==> config.mk <==
export PLATFORM = sky130hd
export DESIGN_NAME = trig_source_select
export DESIGN_NICKNAME = d
export VERILOG_FILES = /design/src/include/trig_sel_pkg.sv /design/src/core/trig_source_select.sv /design/src/core/trig_edge_detect.sv
export VERILOG_INCLUDE_DIRS = /design/src /design/src/include
export SDC_FILE = /design/constraint.sdc
export NUM_CORES = 1
export LEC_CHECK = 0
export BUFFER_PORTS_ARGS = -buffer_cell sky130_fd_sc_hd__buf_2
export CELL_PAD_IN_SITES_DETAIL_PLACEMENT = 1
export CELL_PAD_IN_SITES_GLOBAL_PLACEMENT = 2
export CORE_ASPECT_RATIO = 1.4
export CORE_MARGIN = 10
export CORE_UTILIZATION = 27
export DETAILED_ROUTE_END_ITERATION = 12
export GPL_ROUTABILITY_DRIVEN = 0
export HOLD_SLACK_MARGIN = 0.15
export PLACE_DENSITY = 0.77
export REMOVE_ABC_BUFFERS = 1
export SETUP_SLACK_MARGIN = 0.05
export SYNTH_ARGS = -nofsm -noshare
export SYNTH_HDL_FRONTEND = slang
export SYNTH_SLANG_ARGS = --single-unit
==> constraint.sdc <==
create_clock -name REF_CLK -period 1.25 [get_ports REF_CLK]
set_input_delay 0.25 -clock REF_CLK [delete_from_list [all_inputs] [get_ports REF_CLK]]
set_output_delay 0.25 -clock REF_CLK [all_outputs]
set_load 0.03 [all_outputs]
==> src/include/trig_sel_defines.svh <==
/*
  Offsets, field positions, reset values and sizes for the trigger source selector.
  Assumes a plain register port with word-indexed addresses matching the printed offsets.
*/
`ifndef TRIG_SEL_DEFINES_SVH
`define TRIG_SEL_DEFINES_SVH

// ----------------------------------------------------------------
// Register offsets
// ----------------------------------------------------------------
`define TSS_ADDR_W 8
`define TSS_OFS_SRC_SEL 8'hD8
`define TSS_OFS_CTRL2 8'hDC
`define TSS_OFS_MODE 8'hE0

// ----------------------------------------------------------------
// Field positions
// ----------------------------------------------------------------
`define TSS_BIT_G1_ENA 8
`define TSS_BIT_G1_POL 7
`define TSS_MSB_G1_SRC 5
`define TSS_LSB_G1_SRC 4
`define TSS_MSB_EV_SRC 1
`define TSS_LSB_EV_SRC 0
`define TSS_BIT_EV_POL 8
`define TSS_BIT_BUF_MODE 0

// ----------------------------------------------------------------
// Reset values and sizes
// ----------------------------------------------------------------
`define TSS_RST_SRC_SEL 16'h0000
`define TSS_RST_CTRL2 16'h0000
`define TSS_NUM_SRC 4

`endif

==> src/include/trig_sel_pkg.sv <==
/*
  Types shared by the trigger source selector files.
  Assumes trig_sel_defines.svh is on the include path.
*/
package trig_sel_pkg;

  // Source selection code: 0 is the pin, 1 to 3 the timer outputs.
  typedef logic [1:0] src_code_t;

  // Polarity of the qualifying edge.
  typedef enum logic {POL_FALL = 1'b0, POL_RISE = 1'b1} edge_pol_t;

  // Group 1 trigger mode, one-hot.
  typedef enum logic [1:0] {G1_SOFT = 2'b01, G1_EVENT = 2'b10} g1_mode_t;

endpackage : trig_sel_pkg

==> src/core/trig_source_select.sv <==
/*
  Trigger source selector for the event group and group 1 of a buffered converter.
  Assumes a one-cycle register port and trigger inputs synchronous enough to sample.
*/
// Summary of operation
// Group 1 enable bit 8 low means software start only, high means hardware.
// Group 1 edge bit 7: zero means falling edge, one means rising edge.
// Group 1 source bits 5-4: 00 pin, 01-11 one of three timer outputs.
// Event source bits 1-0: 00 pin, 01-11 one of three timer outputs.
// Event group polarity comes from bit 8 of second control register.
// Four trigger inputs are shared; each code picks one input for both.
// Reserved bits 15-9, 6, 3-2 ignore writes; reads are zero.
// Selection works the same in compatibility and buffered modes.
// Chosen input is synchronised, edge detected, and gives one-cycle start.
`include "trig_sel_defines.svh"

module trig_source_select
  import trig_sel_pkg::*;
#(
  parameter int NUM_TIMERS = `TSS_NUM_SRC - 1
)
(
  input wire logic REF_CLK,
  input wire logic RESET,
  input wire logic [`TSS_ADDR_W-1:0] ADDR,
  input wire logic [15:0] WDATA,
  input wire logic WR,
  input wire logic RD,
  output logic [15:0] RDATA,
  input wire logic EXT_TRIG_PIN,
  input wire logic [NUM_TIMERS-1:0] TIMER_TRIG,
  input wire logic G1_SW_START,
  output logic EV_START,
  output logic G1_START,
  output logic BUFFERED_MODE
);
  import trig_sel_pkg::*;

  // ----------------------------------------------------------------
  // Registers
  // ----------------------------------------------------------------
  logic g1_ena_q;
  logic g1_pol_q;
  src_code_t g1_src_q;
  src_code_t ev_src_q;
  logic ev_pol_q;
  logic buf_mode_q;
  logic [15:0] rdata_q;
  logic g1_sw_q;
  logic [15:0] rdata_d;
  logic wr_src;
  logic wr_ctrl2;
  logic wr_mode;
  logic [NUM_TIMERS:0] sources;
  logic ev_start_raw;
  logic g1_hw_start;
  g1_mode_t g1_mode;

  // Address decode; only defined fields are stored, reserved bits are dropped.
  assign wr_src = WR && (ADDR == `TSS_OFS_SRC_SEL);
  assign wr_ctrl2 = WR && (ADDR == `TSS_OFS_CTRL2);
  assign wr_mode = WR && (ADDR == `TSS_OFS_MODE);

  // Read mux; unmapped addresses and reserved bits read as zero.
  always_comb
  begin
    rdata_d = 16'h0000;
    if (ADDR == `TSS_OFS_SRC_SEL)
    begin
      rdata_d[`TSS_BIT_G1_ENA] = g1_ena_q;
      rdata_d[`TSS_BIT_G1_POL] = g1_pol_q;
      rdata_d[`TSS_MSB_G1_SRC:`TSS_LSB_G1_SRC] = g1_src_q;
      rdata_d[`TSS_MSB_EV_SRC:`TSS_LSB_EV_SRC] = ev_src_q;
    end
    else if (ADDR == `TSS_OFS_CTRL2)
    begin
      rdata_d[`TSS_BIT_EV_POL] = ev_pol_q;
    end
    else if (ADDR == `TSS_OFS_MODE)
    begin
      rdata_d[`TSS_BIT_BUF_MODE] = buf_mode_q;
    end
  end

  // Register writes; the mode bit does not gate the selector.
  always_ff @(posedge REF_CLK or posedge RESET)
  begin
    if (RESET)
    begin
      g1_ena_q <= 1'b0;
      g1_pol_q <= 1'b0;
      g1_src_q <= 2'h0;
      ev_src_q <= 2'h0;
      ev_pol_q <= 1'b0;
      buf_mode_q <= 1'b0;
    end
    else
    begin
      if (wr_src)
      begin
        g1_ena_q <= WDATA[`TSS_BIT_G1_ENA];
        g1_pol_q <= WDATA[`TSS_BIT_G1_POL];
        g1_src_q <= WDATA[`TSS_MSB_G1_SRC:`TSS_LSB_G1_SRC];
        ev_src_q <= WDATA[`TSS_MSB_EV_SRC:`TSS_LSB_EV_SRC];
      end
      if (wr_ctrl2)
      begin
        ev_pol_q <= WDATA[`TSS_BIT_EV_POL];
      end
      if (wr_mode)
      begin
        buf_mode_q <= WDATA[`TSS_BIT_BUF_MODE];
      end
    end
  end

  // Read data appears only in the cycle after the read strobe.
  always_ff @(posedge REF_CLK or posedge RESET)
  begin
    if (RESET)
    begin
      rdata_q <= 16'h0000;
    end
    else
    begin
      rdata_q <= RD ? rdata_d : 16'h0000;
    end
  end

  // ----------------------------------------------------------------
  // Trigger channels
  // ----------------------------------------------------------------
  // Index 0 is the pin, 1 to 3 are timer outputs, shared by both groups.
  assign sources = {TIMER_TRIG, EXT_TRIG_PIN};

  // Group 1 mode from its enable bit.
  assign g1_mode = g1_ena_q ? G1_EVENT : G1_SOFT;

  trig_edge_detect #(.NUM_SRC(NUM_TIMERS + 1)) u_ev_chan (
    .clk(REF_CLK),
    .rst(RESET),
    .sources(sources),
    .sel(ev_src_q),
    .pol(edge_pol_t'(ev_pol_q)),
    .enable(1'b1),
    .start(ev_start_raw)
  );

  trig_edge_detect #(.NUM_SRC(NUM_TIMERS + 1)) u_g1_chan (
    .clk(REF_CLK),
    .rst(RESET),
    .sources(sources),
    .sel(g1_src_q),
    .pol(edge_pol_t'(g1_pol_q)),
    .enable(g1_ena_q),
    .start(g1_hw_start)
  );

  // Start outputs registered; group 1 software start works only in software mode.
  always_ff @(posedge REF_CLK or posedge RESET)
  begin
    if (RESET)
    begin
      g1_sw_q <= 1'b0;
      EV_START <= 1'b0;
      G1_START <= 1'b0;
      BUFFERED_MODE <= 1'b0;
    end
    else
    begin
      g1_sw_q <= G1_SW_START;
      EV_START <= ev_start_raw;
      BUFFERED_MODE <= buf_mode_q;
      unique case (g1_mode)
        G1_SOFT: G1_START <= g1_sw_q;
        G1_EVENT: G1_START <= g1_hw_start;
        default: G1_START <= 1'b0;
      endcase
    end
  end

  assign RDATA = rdata_q;

endmodule : trig_source_select

==> src/core/trig_edge_detect.sv <==
/*
  One trigger channel: picks a source, synchronises it and flags the chosen edge.
  Assumes the four trigger inputs are shared and indexed the same for every channel.
*/
`include "trig_sel_defines.svh"

module trig_edge_detect
  import trig_sel_pkg::*;
#(
  parameter int NUM_SRC = `TSS_NUM_SRC
)
(
  input wire logic clk,
  input wire logic rst,
  input wire logic [NUM_SRC-1:0] sources,
  input wire trig_sel_pkg::src_code_t sel,
  input wire trig_sel_pkg::edge_pol_t pol,
  input wire logic enable,
  output logic start
);
  import trig_sel_pkg::*;

  // ----------------------------------------------------------------
  // Selection and edge detection
  // ----------------------------------------------------------------
  logic sync1_q;
  logic sync2_q;
  logic prev_q;
  logic start_q;
  logic picked;
  logic rise;
  logic fall;
  logic hit;

  // The same code picks the same input in every channel.
  assign picked = sources[sel];
  assign rise = sync2_q & ~prev_q;
  assign fall = ~sync2_q & prev_q;
  assign hit = enable & ((pol == POL_RISE) ? rise : fall);
  assign start = start_q;

  // Two-stage synchroniser, history flop and a one-cycle start pulse.
  always_ff @(posedge clk or posedge rst)
  begin
    if (rst)
    begin
      sync1_q <= 1'b0;
      sync2_q <= 1'b0;
      prev_q <= 1'b0;
      start_q <= 1'b0;
    end
    else
    begin
      sync1_q <= picked;
      sync2_q <= sync1_q;
      prev_q <= sync2_q;
      start_q <= hit;
    end
  end

endmodule : trig_edge_detect

# --- Word level (Yosys, flattened, before mapping) ---
# Index checks and enable logic that the tools add are counted.
word_totals:
  regBits: 29
  output_inout_bits: 19
  elab_cells: 55
classes:
  bitwise: 9
  n_reduce_logical: 3
  magnitude_cmp: 2
  eq_ne: 5
  muxes: 17
op_table:
  columns: ["op", "count"]
  rows:
  - ["== test 8 bit (second input constant)", 3]
  - ["two-way mux 1 bit", 11]
  - ["two-way mux 9 bit", 1]
  - ["< comparator 2 x 3 -> 1 bit (second input constant)", 2]
  - ["bitwise AND 1 bit", 5]
  - ["binary-select mux 1 bit (select 2 bit)", 2]
  - ["two-way mux 2 bit", 2]
  - ["inverter 1 bit", 4]
  - ["logical AND 1 bit", 3]
  - ["== test 2 x 1 -> 1 bit (second input constant)", 1]
  - ["== test 2 bit (second input constant)", 1]
  - ["case mux 1 bit (2 select lines)", 1]

# --- Depth between registers and ports, before layout ---
logic_depth:
  word_depth: 5
  ltp_mapped: 3
  ltp_nobuf: 3

# --- Hierarchy ---
# From an unflattened synthesis, not the netlist that was laid out.
hier_totals:
  cells_unflattened: 76
  hier_area_um2: 1086.0
modules_own_cells:
  columns: ["mod", "instances", "cells_each", "seq_area_each_um2", "area_per_inst_um2"]
  rows:
  - ["trig_source_select", 1, 58, 450.4, 785.8]
  - ["trig_edge_detect", 2, 9, 100.1, 150.1]

# --- Least setup slack after synthesis ---
# No wires, ideal clock.
synth_path:
  kind: "input -> register"
  from: "input ADDR[4]"
  to: "register buf_mode_q"
  n_path_buf: 0
  cell_stages: 3
  slack_ns: 0.148
  arrival_time_ns: 0.978
  setup_ns: 0.125
  path_cell_list: "nor4b_1 > nand3_1 > mux2_2"
synth_between:
  elab_chain_len: 2
synth_lines:
  columns: ["item", "line", "source"]
  rows:
  - ["start, declared", "trig_source_select.sv:25", "input wire logic [`TSS_ADDR_W-1:0] ADDR,"]
  - ["== test 8 bit (no line)", null, null]
  - ["logical AND 1 bit", "trig_source_select.sv:62", "assign wr_mode = WR && (ADDR == `TSS_OFS_MODE);"]
  - ["end signal, assigned", "trig_source_select.sv:112", "buf_mode_q <= WDATA[`TSS_BIT_BUF_MODE];"]
  - ["end, declared", "trig_source_select.sv:47", "logic buf_mode_q;"]
# No other way between the ends.
# A chain may end at the register's enable or synchronous reset.

# --- Final worst setup path ---
# Same ends and word-level chain as after synthesis.

==> results_dict.tcl <==
set metrics [dict create \
    grt_pass1_wl_um 4010 \
    cp.arrival_ps 1260 \
    grt_pass1_vias 846 \
    ios 52 \
    layout_commonest_cell "buf_2" \
    setup_tns_ps 0 \
    ant_nets 0 \
    layout.nets 148 \
    start_util_pct 28.6 \
    drc_errors 0 \
    rsz0062_at_grt "no" \
    routed_wl_um 2500 \
    crit_fanout 4 \
    antenna_found_initial 0 \
    maxSlewViolCount 0 \
    yosysUniqueCellTypes 22 \
    holdCritPathClass "in -> reg" \
    fmax_ghz 0.910 \
    setup_ws_ps 151 \
    period_minus_slack_ps 1100 \
    place_ws_ps -139 \
    status "finished clean" \
    ys_ff_latch 26 \
    regArea_um2 651 \
    grt_overflow 0 \
    dr.pass1.iters 2 \
    clock_sinks 26 \
    powerDensity_nw_per_um2 1310 \
    cts_tree "built" \
    crit_required_ps 1410 \
    cts_made_buffers 3 \
    die-area_um2 6870 \
    fill_cells 425 \
    antenna_cells 0 \
    track_usage_pct 7.62 \
    worstSetupPathType "in -> reg" \
    utilization_pct 36.3 \
    drive_above_1_share_pct 47.4 \
    clock_latency_ps 270 \
    peakVddDrop_v 0.000718 \
    vias_per_cell 4.47 \
    maxCapViolations 0 \
    critPathLaunch "ADDR[4]" \
    synth_area_per_cell_um2 14.3 \
    leakage_nw 0.690 \
    multiInputGateArea_um2 364 \
    power.total_mw 1.77 \
    num_vias 697 \
    root_buffer "clkbuf_8" \
    cts_max_path_buffers 2 \
    worst_setup_path_end_kind "register" \
    setup_viol 0 \
    yosysSeqAreaShare_pct 61.4 \
    chipHeight_um 94.1 \
    hold_viol 0 \
    yosysWarnings 0 \
    io_buffers 31 \
    wire_per_inst_um 16.0 \
    synthTopCellsByArea "dfrtp_1, mux2_2, buf_4" \
    synth_top_area_share_pct 61.4 \
    synthCells 74 \
    startpoint_type "input port" \
    grt_max_degree 27 \
    layout_common_cells "buf_2, dfrtp_1, conb_1" \
    clock-skew-final_ps 4.95 \
    core-area_um2 3710 \
    r2r_start "ev_src_q[0]" \
    whs_ps 206 \
    clk_pin_slew_ps 90 \
    netlist_area_um2 1060 \
    yosys.area.top_type "dfrtp_1" \
    hold_start "WDATA[4]" \
    htree_levels 1 \
    std_cell_rows 26 \
    period_share_pct 88.0 \
    dr.first_iter.drc_count 32 \
    die_w_um 73.0 \
    areaGrowthSynthToFinish_pct 27.2 \
]
==> sequential cells by signal (all words and copies together) (netlist names) <==
signal             cells
g1_src_q               2
BUFFERED_MODE          1
u_ev_chan.start        1
u_ev_chan.sync2_q      1
u_g1_chan.sync2_q      1
g1_pol_q               1
u_ev_chan.prev_q       1
g1_ena_q               1
RDATA                  6
u_g1_chan.prev_q       1
u_ev_chan.sync1_q      1
buf_mode_q             1
u_g1_chan.start        1
g1_sw_q                1
ev_pol_q               1
u_g1_chan.sync1_q      1
G1_START               1
EV_START               1
ev_src_q               2
==> through the flow <==
step / std cells / area (um2)
2_1_floorplan: 73 / 1020
3_3_place_gp: 150 / 1260
3_5_place_dp: 150 / 1260
4_1_cts: 156 / 1350
5_1_grt: 156 / 1350
6_report: 156 / 1350
==> cells in the mapped netlist (all sizes together) <==
master	instances
a21boi	1
a22oi	1
and2	4
and3	1
and4b	1
and4bb	2
buf	10
conb	1
dfrtp	26
inv	1
mux2	9
mux2i	1
mux4	2
nand2	3
nand2b	1
nand3	3
nand3b	2
nor2	2
nor4	1
nor4b	1
o21ai	1
==> kinds of logic (layout without fill, tap and decap cells) <==
group,count (synthesis),in the layout,share of synthesized area (%)
buffers and inverters,11,42,7.44
and+or+nand+nor,21,21,14.2
other,1,10,0.354
DFF,26,26,61.4
AOI/OAI and AO/OA,3,3,1.89
muxes,12,12,14.8
==> critical path, stage by stage <==
cell	delay, ps
buf_2	120
nor4b_1	460
nand3_1	150
mux2_2	290
==> area by class of cell <==
type	instances	share of cell area [%]
clock buffers	3	3.06
clock inverters	1	2.23
inverters	1	0.279
multi-input cells	46	27.0
flip-flops and latches	26	48.3
well taps	42	3.90
repair buffers	37	15.2
==> worst paths after layout <==
kind	end	slack (ps)	cells after the start
hold reg to reg	u_g1_chan.sync2_q	350	0
max in group asynchronous	u_ev_chan.sync2_q	430	4
hold / removal	g1_src_q[0]	210	2
setup reg to reg	u_ev_chan.sync1_q	210	1
setup / recovery	buf_mode_q	150	4
min in group asynchronous	G1_START	580	4
==> where the power goes <==
| part | leakage [nW] | switching, mW | total (mW) | internal, mW |
|---|---|---|---|---|
| Sequential | 0.341 | 0.0241 | 0.907 | 0.883 |
| Combinational | 0.313 | 0.105 | 0.178 | 0.0729 |
| Clock | 0.0357 | 0.258 | 0.687 | 0.428 |
==> what timing repair did <==
action | 4_1_cts | 5_1_grt
hold buffers | 2 | 0
resized for setup | 0 | 0
setup buffers | 0 | 0
endpoints found under the hold margin | 27 | 0
==> per-layer routing <==
layer / share of wire [%] / wire length, um / track usage [%]
met1: 34 / 847 / 6.85
met2: 56 / 1410 / 13.6
met3: 7.2 / 180 / 3.28
met4: 2.8 / 70 / 4.44
met5: 0 / 0 / 0
No activity file was read; power rests on OpenSTA's default activity.
